File: config.mk
export PLATFORM = sky130hd
export DESIGN_NAME = dacc_ctrl
export DESIGN_NICKNAME = d
export VERILOG_FILES = /design/src/rtl/dacc_range_check.v /design/src/rtl/dacc_ctrl.v
export VERILOG_INCLUDE_DIRS = /design/src /design/src/rtl
export SDC_FILE = /design/constraint.sdc
export NUM_CORES = 1
export LEC_CHECK = 0
export BUFFER_PORTS_ARGS = -buffer_cell sky130_fd_sc_hd__buf_2
export CAP_MARGIN = 0
export CORE_ASPECT_RATIO = 0.9
export CORE_MARGIN = 5
export CORE_UTILIZATION = 40
export CTS_CLUSTER_DIAMETER = 30
export DETAILED_ROUTE_END_ITERATION = 6
export PLACE_DENSITY = 0.74
export SETUP_SLACK_MARGIN = 0.1
export SYNTH_ARGS = -nofsm -noshare
export SYNTH_HDL_FRONTEND = slang
export SYNTH_SLANG_ARGS = --single-unit
File: constraint.sdc
create_clock -name sys_clk -period 5.1 [get_ports sys_clk]
set_input_delay 1.02 -clock sys_clk [delete_from_list [all_inputs] [get_ports sys_clk]]
set_output_delay 1.02 -clock sys_clk [all_outputs]
set_load 0.01 [all_outputs]
File: src/rtl/dacc_regs.vh
/*
 * constants for the abstract command control block: offsets, field
 * positions, error codes, command types and reset values.
 * assumes inclusion by its bare name from the design files.
 */
`ifndef DACC_REGS_VH
`define DACC_REGS_VH

// ****************************************************************
// register indices on the debug module interface
// ****************************************************************
`define DACC_ADDR_CTRL_STATUS   7'h16
`define DACC_ADDR_COMMAND       7'h17
`define DACC_ADDR_DATA_FIRST    7'h04
`define DACC_ADDR_DATA_SECOND   7'h05

// ****************************************************************
// field positions
// ****************************************************************
`define DACC_BUSY_BIT           12
`define DACC_ERR_HI             10
`define DACC_ERR_LO             8
`define DACC_DCOUNT_HI          3
`define DACC_DCOUNT_LO          0
`define DACC_PBSIZE_HI          28
`define DACC_PBSIZE_LO          24
`define DACC_CTYPE_HI           31
`define DACC_CTYPE_LO           24
`define DACC_SIZE_HI            22
`define DACC_SIZE_LO            20
`define DACC_WRITE_BIT          16

// ****************************************************************
// values
// ****************************************************************
`define DACC_ERR_NONE           3'h0
`define DACC_ERR_BUSY           3'h1
`define DACC_ERR_NOTSUP         3'h2
`define DACC_ERR_EXCEPT         3'h3
`define DACC_ERR_HALTRES        3'h4
`define DACC_ERR_OTHER          3'h7
`define DACC_ERR_CLEAR          3'h7
`define DACC_CTYPE_REG          8'h00
`define DACC_CTYPE_MEM          8'h02
`define DACC_SIZE_32            3'h2
`define DACC_DATA_COUNT         4'h2
`define DACC_PBUF_SIZE          5'h00
`define DACC_REGNO_GPR_LAST     16'h101F

`endif

File: src/rtl/dacc_range_check.v
/*
 * address range check for memory access commands.
 * assumes the three range bases and sizes are fixed by parameters.
 */
`timescale 1ns/1ps
`include "dacc_regs.vh"

module dacc_range_check #(
    parameter [31:0] INSTR_MEM_BASE = 32'hEE00_0000,
    parameter [31:0] INSTR_MEM_SIZE = 32'h0001_0000,
    parameter [31:0] DATA_MEM_BASE  = 32'hF004_0000,
    parameter [31:0] DATA_MEM_SIZE  = 32'h0001_0000,
    parameter [31:0] INTC_BASE      = 32'hF00C_0000,
    parameter [31:0] INTC_SIZE      = 32'h0000_8000
) (
    addr,
    inRange,
    aligned
);
    input  wire [31:0] addr;
    output wire        inRange;
    output wire        aligned;

    // ****************************************************************
    // window compare
    // ****************************************************************
    function inWin;
        input [31:0] a;
        input [31:0] base;
        input [31:0] size;
        begin
            inWin = (a >= base) && ((a - base) < size);
        end
    endfunction

    // only the two tightly coupled memories and interrupt range reachable
    assign inRange = inWin(addr, INSTR_MEM_BASE, INSTR_MEM_SIZE) ||
                     inWin(addr, DATA_MEM_BASE, DATA_MEM_SIZE) ||
                     inWin(addr, INTC_BASE, INTC_SIZE);
    assign aligned = (addr[1:0] == 2'b00);
endmodule // dacc_range_check

File: src/rtl/dacc_ctrl.v
/*
 * abstract command control and status for the debug module: command
 * launch, busy flag, sticky error code, data register guard.
 * assumes a single debug module clock, a debug module interface strobe
 * per access, and a hart side that pulses execDone when work ends.
 * assumes memAddr carries the second data register for memory
 * commands, and that the hart status inputs stay steady while a
 * command word is written. a command only launches on a halted,
 * present hart that is not running.
 * assumes the debugger polls busy before it trusts the error code,
 * since the code may still change while a command runs.
 * assumes nothing of the data registers beyond their two indices.
 */
`timescale 1ns/1ps
`include "dacc_regs.vh"

// Contract
// - command word write launches command when no error pending
// - busy bit 12 set on command write, cleared on completion
// - control word write while busy sets error 1 if error was 0
// - command word write while busy sets error 1 if error was 0
// - data register access while busy sets error 1 if error was 0
// - nonzero error ignores command writes, starts nothing
// - 3-bit error code at bits 10:8, zero means no error
// - unsupported command reports error 2
// - address outside allowed memory ranges reports error 3
// - hart in wrong state or unavailable reports error 4
// - size not 32 bits or unaligned reports error 7
// - error 5 never produced, error 6 unused
// - error stays set until debugger writes 111 to field while not busy
// - data count bits 3:0 read as 2
// - program buffer size reads zero, reserved bits zero
// - memory commands reach only tightly coupled and interrupt ranges
// - type 0 register access, 2 memory access, others unsupported
// - access size other than 2 fails with error 7
module dacc_ctrl #(
    parameter ADDR_W = 7
) (
    sys_clk,
    sys_rst,
    dmiValid,
    dmiWrite,
    dmiAddr,
    dmiWdata,
    dmiRdata,
    hartHalted,
    hartRunning,
    hartUnavail,
    memAddr,
    execStart,
    execCmd,
    execDone,
    busy,
    errCode
);
    input  wire              sys_clk;
    input  wire              sys_rst;
    input  wire              dmiValid;
    input  wire              dmiWrite;
    input  wire [ADDR_W-1:0] dmiAddr;
    input  wire [31:0]       dmiWdata;
    output reg  [31:0]       dmiRdata;
    input  wire              hartHalted;
    input  wire              hartRunning;
    input  wire              hartUnavail;
    input  wire [31:0]       memAddr;
    output reg               execStart;
    output reg  [31:0]       execCmd;
    input  wire              execDone;
    output wire              busy;
    output wire [2:0]        errCode;

    // ****************************************************************
    // state
    // ****************************************************************
    // two states: idle, or one command running on the hart side
    localparam ST_IDLE = 1'b0;
    localparam ST_EXEC = 1'b1;

    reg         state_r;
    reg         state_nxt;
    reg  [2:0]  err_r;
    reg  [2:0]  err_nxt;
    reg         start_nxt;
    reg  [31:0] cmd_nxt;
    reg  [2:0]  failCode;
    reg  [31:0] rdata_nxt;
    wire        memInRange;
    wire        memAligned;
    wire        accCs;
    wire        accCmd;
    wire        accData;
    wire        csWrite;
    wire        csRead;
    wire        anyBusyHit;
    wire [7:0]  cType;
    wire [2:0]  cSize;
    wire [15:0] regNo;
    wire        regCmd;
    wire        memCmd;
    wire        typeKnown;
    wire        hartReady;
    wire        errClean;
    wire [31:0] statusWord;

    // ****************************************************************
    // helper functions
    // ****************************************************************
    // index match on the interface, only while the strobe stands
    function regHit;
        input              strobe;
        input [ADDR_W-1:0] idx;
        input [ADDR_W-1:0] want;
        begin
            regHit = strobe && (idx == want);
        end
    endfunction

    // command type field of a command word
    function [7:0] fieldType;
        input [31:0] word;
        begin
            fieldType = word[`DACC_CTYPE_HI:`DACC_CTYPE_LO];
        end
    endfunction

    // access size field, same place for register and memory commands
    function [2:0] fieldSize;
        input [31:0] word;
        begin
            fieldSize = word[`DACC_SIZE_HI:`DACC_SIZE_LO];
        end
    endfunction

    // register number field of a register access command
    function [15:0] fieldRegNo;
        input [31:0] word;
        begin
            fieldRegNo = word[15:0];
        end
    endfunction

    // write-one clear: only the full 111 pattern in the field clears
    function clearHit;
        input        wr;
        input [31:0] word;
        begin
            clearHit = wr &&
                (word[`DACC_ERR_HI:`DACC_ERR_LO] == `DACC_ERR_CLEAR);
        end
    endfunction

    // busy error only lands on a clean code, else the code is kept
    function [2:0] busyErr;
        input [2:0] err;
        begin
            if (err == `DACC_ERR_NONE) begin
                busyErr = `DACC_ERR_BUSY;
            end else begin
                busyErr = err;
            end
        end
    endfunction

    // status word as the debugger reads it, reserved bits zero
    function [31:0] ctrlWord;
        input       busyBit;
        input [2:0] err;
        begin
            ctrlWord = 32'h0000_0000;
            ctrlWord[`DACC_PBSIZE_HI:`DACC_PBSIZE_LO] = `DACC_PBUF_SIZE;
            ctrlWord[`DACC_BUSY_BIT] = busyBit;
            ctrlWord[`DACC_ERR_HI:`DACC_ERR_LO] = err;
            ctrlWord[`DACC_DCOUNT_HI:`DACC_DCOUNT_LO] =
                `DACC_DATA_COUNT;
        end
    endfunction

    // ****************************************************************
    // access decode
    // ****************************************************************
    // control word reached for read or write
    assign accCs   = regHit(dmiValid, dmiAddr, `DACC_ADDR_CTRL_STATUS);
    // command word is write only
    assign accCmd  = regHit(dmiValid, dmiAddr, `DACC_ADDR_COMMAND) &&
                     dmiWrite;
    // either data register, read or write
    assign accData = regHit(dmiValid, dmiAddr, `DACC_ADDR_DATA_FIRST) ||
                     regHit(dmiValid, dmiAddr, `DACC_ADDR_DATA_SECOND);
    assign csWrite = accCs && dmiWrite;
    assign csRead  = accCs && !dmiWrite;
    // any access that collides with a running command
    assign anyBusyHit = csWrite || accCmd || accData;

    // ****************************************************************
    // command fields and hart readiness
    // ****************************************************************
    assign cType = fieldType(dmiWdata);
    assign cSize = fieldSize(dmiWdata);
    assign regNo = fieldRegNo(dmiWdata);
    // which of the two command kinds the word asks for
    assign regCmd    = (cType == `DACC_CTYPE_REG);
    assign memCmd    = (cType == `DACC_CTYPE_MEM);
    assign typeKnown = regCmd || memCmd;
    // commands need a present, halted, not running hart
    assign hartReady = !hartUnavail && hartHalted && !hartRunning;
    // a pending code blocks every launch
    assign errClean  = (err_r == `DACC_ERR_NONE);
    assign statusWord = ctrlWord(busy, err_r);

    assign busy    = (state_r == ST_EXEC);
    assign errCode = err_r;

    dacc_range_check uRange (
        .addr    (memAddr),
        .inRange (memInRange),
        .aligned (memAligned)
    );

    // ****************************************************************
    // command check, priority: type, size, register number, hart state, address
    // ****************************************************************
    always @* begin
        failCode = `DACC_ERR_NONE;
        if (!typeKnown) begin
            failCode = `DACC_ERR_NOTSUP;
        end else if (cSize != `DACC_SIZE_32) begin
            failCode = `DACC_ERR_OTHER;
        end else if (regCmd && (regNo > `DACC_REGNO_GPR_LAST)) begin
            failCode = `DACC_ERR_NOTSUP;
        end else if (!hartReady) begin
            failCode = `DACC_ERR_HALTRES;
        end else if (memCmd && !memAligned) begin
            failCode = `DACC_ERR_OTHER;
        end else if (memCmd && !memInRange) begin
            failCode = `DACC_ERR_EXCEPT;
        end
    end

    // ****************************************************************
    // next state, error code and launch
    // ****************************************************************
    always @* begin
        state_nxt = state_r;
        err_nxt   = err_r;
        start_nxt = 1'b0;
        cmd_nxt   = execCmd;
        // write-one clear, only the full 111 pattern clears
        if (clearHit(csWrite, dmiWdata)) begin
            err_nxt = `DACC_ERR_NONE;
        end
        case (state_r)
            ST_IDLE: begin
                if (accCmd && errClean) begin
                    if (failCode == `DACC_ERR_NONE) begin
                        state_nxt = ST_EXEC;
                        start_nxt = 1'b1;
                        cmd_nxt   = dmiWdata;
                    end else begin
                        err_nxt = failCode;
                    end
                end
            end
            ST_EXEC: begin
                if (execDone) begin
                    state_nxt = ST_IDLE;
                end
                // busy error set wins over clear; only from zero
                if (anyBusyHit) begin
                    err_nxt = busyErr(err_r);
                end
            end
            default: begin
                state_nxt = ST_IDLE;
            end
        endcase
    end

    // ****************************************************************
    // registers
    // ****************************************************************
    // command interface state
    always @(posedge sys_clk) begin
        if (sys_rst) begin
            state_r <= ST_IDLE;
        end else begin
            state_r <= state_nxt;
        end
    end

    // sticky error code
    always @(posedge sys_clk) begin
        if (sys_rst) begin
            err_r <= `DACC_ERR_NONE;
        end else begin
            err_r <= err_nxt;
        end
    end

    // launch pulse and the latched command word for the hart side
    always @(posedge sys_clk) begin
        if (sys_rst) begin
            execStart <= 1'b0;
            execCmd   <= 32'h0000_0000;
        end else begin
            execStart <= start_nxt;
            execCmd   <= cmd_nxt;
        end
    end

    // ****************************************************************
    // read data, registered one cycle after the read strobe
    // ****************************************************************
    // next read word; anything but a read keeps the last word
    always @* begin
        rdata_nxt = dmiRdata;
        if (csRead) begin
            rdata_nxt = statusWord;
        end else if (dmiValid && !dmiWrite) begin
            rdata_nxt = 32'h0000_0000;       // other indices read zero
        end
    end

    // holds its value until the next read
    always @(posedge sys_clk) begin
        if (sys_rst) begin
            dmiRdata <= 32'h0000_0000;
        end else begin
            dmiRdata <= rdata_nxt;
        end
    end
endmodule // dacc_ctrl

==> run summary <==
Mapped Cells: 318
Worst Skew: 7.90 ps
Worst hold start: execCmd[21]
Net Sw Power: 0.000173 W
Critical-path maximum fanout: 12
Via density: 5.37
Multi-input logic area: 0.00155 mm2
Final Hold Fails: 0
First-pass GRT wire length: 11.7 mm
Post-synth top flop: dfxtp_1
Post-synth ARST share: 0%
Core Rows: 27
Number of inserted diodes: 0
TNS Setup: 0 ps
Post-synth cell types: 47
Routed Antenna Nets: 0
Pre-CTS setup slack: 1490 ps
Internal: 0.000457 W
R2R depth: 6
YS warnings: 0
Max_cap viols: 0
CTS Buf Count: 5
Area Growth Syn to Fin: 22.9%
GRT overflow: 0
CTS tree: built
Detail Placement HPWL: 5.50 mm
PostCTS Resize Cnt: 0
Hold WC Path Type: reg -> reg
RSZ-0062 raised after global routing: no
Number of remaining DRC errors: 0
Syn avg cell area: 8.13 um2
Vias in the first global route: 2474
H-tree depth: 2
Largest net degree at the start of global routing: 45
Final worst path period need: 3310 ps
EDFF count, synth: 0
Switch share: 27.5%
Flops & latches, synth: 42
I/O Pins: 148
CTS clock-pin slew for the worst setup and hold paths: 90 ps
Top cell type's share of synthesized area: 32.5%
Clock Power Share: 36.5%
Seq. cell area: 841 um2
Layout cell share with drive strength beyond 1: 29.9%
Hold path endpoint: execCmd[21]
Worst setup path class: in -> reg
Final Setup Violations: 0
Clock Latency Late Sink: 290 ps
Full die area: 0.00817 mm2
Port Buffers: 107
Pwr Density: 198 mW/mm2
DR pass1 iterations: 4
Initial antenna violation count: 0
1st-iter DRT viols: 106
Seq pwr share: 52.0%
Crit share post-route: 64.9%
Origin of the worst setup path: memAddr[25]
Hold Path Cell Cnt: 2
Fill count: 613
Outcome: finished, final reports clean
Nets: 496
Worst R2R Setup Slack: 3030 ps
Post-route cell area: 0.00318 mm2
Arrival time worst endpoint: 3500 ps
Post-Syn Area: 0.00258 mm2
Slew of the pin with the lowest slew margin: 1040 ps
Drt wl/cell: 14.8 um
Largest cells by area after synthesis: dfxtp_1, nand3_1, buf_4, o2111ai_1, nand2b_1
Min Hold Slack: 459 ps
Startpoint Class: primary input
Gpl congestion: 0.858
Commonest non-fill, non-tap cell in the layout: buf_2
Crit path capture type: flip-flop
Seq/Total Area, Yosys: 32.5%
Overall Power: 0.000630 W
Initial Utilization: 41.6%
WL final: 7.42 mm
Post-CTS Setup Bufs: 0
Core area: 0.00622 mm2
Worst slew margin: 30.7%
Comb pwr share: 11.5%
Leakage: 1.47 nW
Data required time of the worst path: 5290 ps
Clk root buf: clkbuf_8
Reg2Reg Launch Point: errCode[0]
Post-route setup slack: 1790 ps
Max IR drop VDD: 0.000134 V
Gr usage total: 17.6%
Buffers from clock root to sink, at most: 2
Placement-stage cell area: 0.00308 mm2
Max-slew violations: 0
Clk sinks: 42
Vias post-DR: 2697
Most frequent cells in the layout: buf_2, nand3_1, dfxtp_1
Largest area contributor in the netlist: dfxtp_1
R2R Path End: execCmd[29]
Max Clk Rate: 302 MHz
Die Span Y: 86.3 um
Die width: 94.7 um
Cts hold-fix bufs: 0
==> power by group through the flow <==
stage	combinational [W]	sequential, W	clock, W
after floorplan	0.0000483	0.000335	0
after global placement	0.0000700	0.000335	0
after detailed placement	0.0000712	0.000335	0
after CTS	0.0000715	0.000328	0.000240
after global routing	0.0000808	0.000328	0.000255
final	0.0000728	0.000328	0.000230
==> cells in the mapped netlist (2+ instances only) <==
master and instances:
nand3_1 45, dfxtp_1 42, buf_4 29, nand2b_1 23, o2111ai_1 22, nor2b_1 21
clkbuf_1 15, nor2_1 15, and3_1 14, a21oi_1 8, nand2_1 8, inv_1 6
nor3_1 6, nor3b_1 6, nor4_1 5, a22oi_1 4, nand4_1 4, o21ai_0 4
buf_2 3, ha_1 3, nor4b_1 3, a211oi_1 2, o21ai_1 2, o311ai_1 2
or3_1 2, or4_1 2, xnor2_1 2
==> worst max-delay path by stage <==
stage | slack (ps) | endpoint | depth (start not counted)
final | 1790 | execCmd[29] | 9
after global placement | 1540 | execCmd[29] | 9
after floorplan | 2260 | execCmd[10] | 9
after detailed placement | 1490 | execCmd[31] | 9
after global routing | 1660 | execCmd[31] | 9
after CTS | 1800 | execCmd[29] | 9
==> stage by stage <==
step / instances / utilization (%)
after floorplan: 344 / -
after global placement: 494 / 49.6
after detailed placement: 494 / 49.6
after CTS: 502 / 51.1
after global routing: 502 / 51.1
final: 502 / 51.1
==> per-layer routing <==
metal / global-route usage [%] / wire length, um / vias up
met5: 0 / 0 / -
li1: - / - / 1322
met1: 24.5 / 3370 / 1270
met3: 4.95 / 600 / 4
met2: 27.3 / 3410 / 101
met4: 3.28 / 34 / 0
==> cells by family after synthesis <==
family	Yosys count	share of synthesized area, %
AOI/OAI and AO/OA	54	16.4
adders and majority gates	3	1.45
and+or+nand+nor	160	35.6
DFF	42	32.5
other	1	0.145
xor gates and xnor gates	3	1.02
muxes	2	0.823
buffers and inverters	53	12.1
==> worst max-delay path: stages <==
cell	delay, ps
buf_2	120
inv_1	90
ha_1	210
inv_1	50
o41a_1	390
a311oi_1	490
o311a_1	510
o21ai_1	310
and3_1	290
==> final cells by class <==
type                            instances  share of cell area (%)
Clock buffer                            5                    2.17
Clock inverter                          3                   0.827
Inverter                                6                   0.709
Multi-Input combinational cell        249                    48.8
Sequential cell                        42                    26.5
Tap cell                               87                    3.43
Timing Repair Buffer                  110                    17.6
==> sequential cells by signal (all words and copies together), names as in the netlist <==
name / cells
execStart: 1
busy: 1
dmiRdata: 5
errCode: 3
execCmd: 32
No activity file was read; power rests on OpenSTA's default activity.
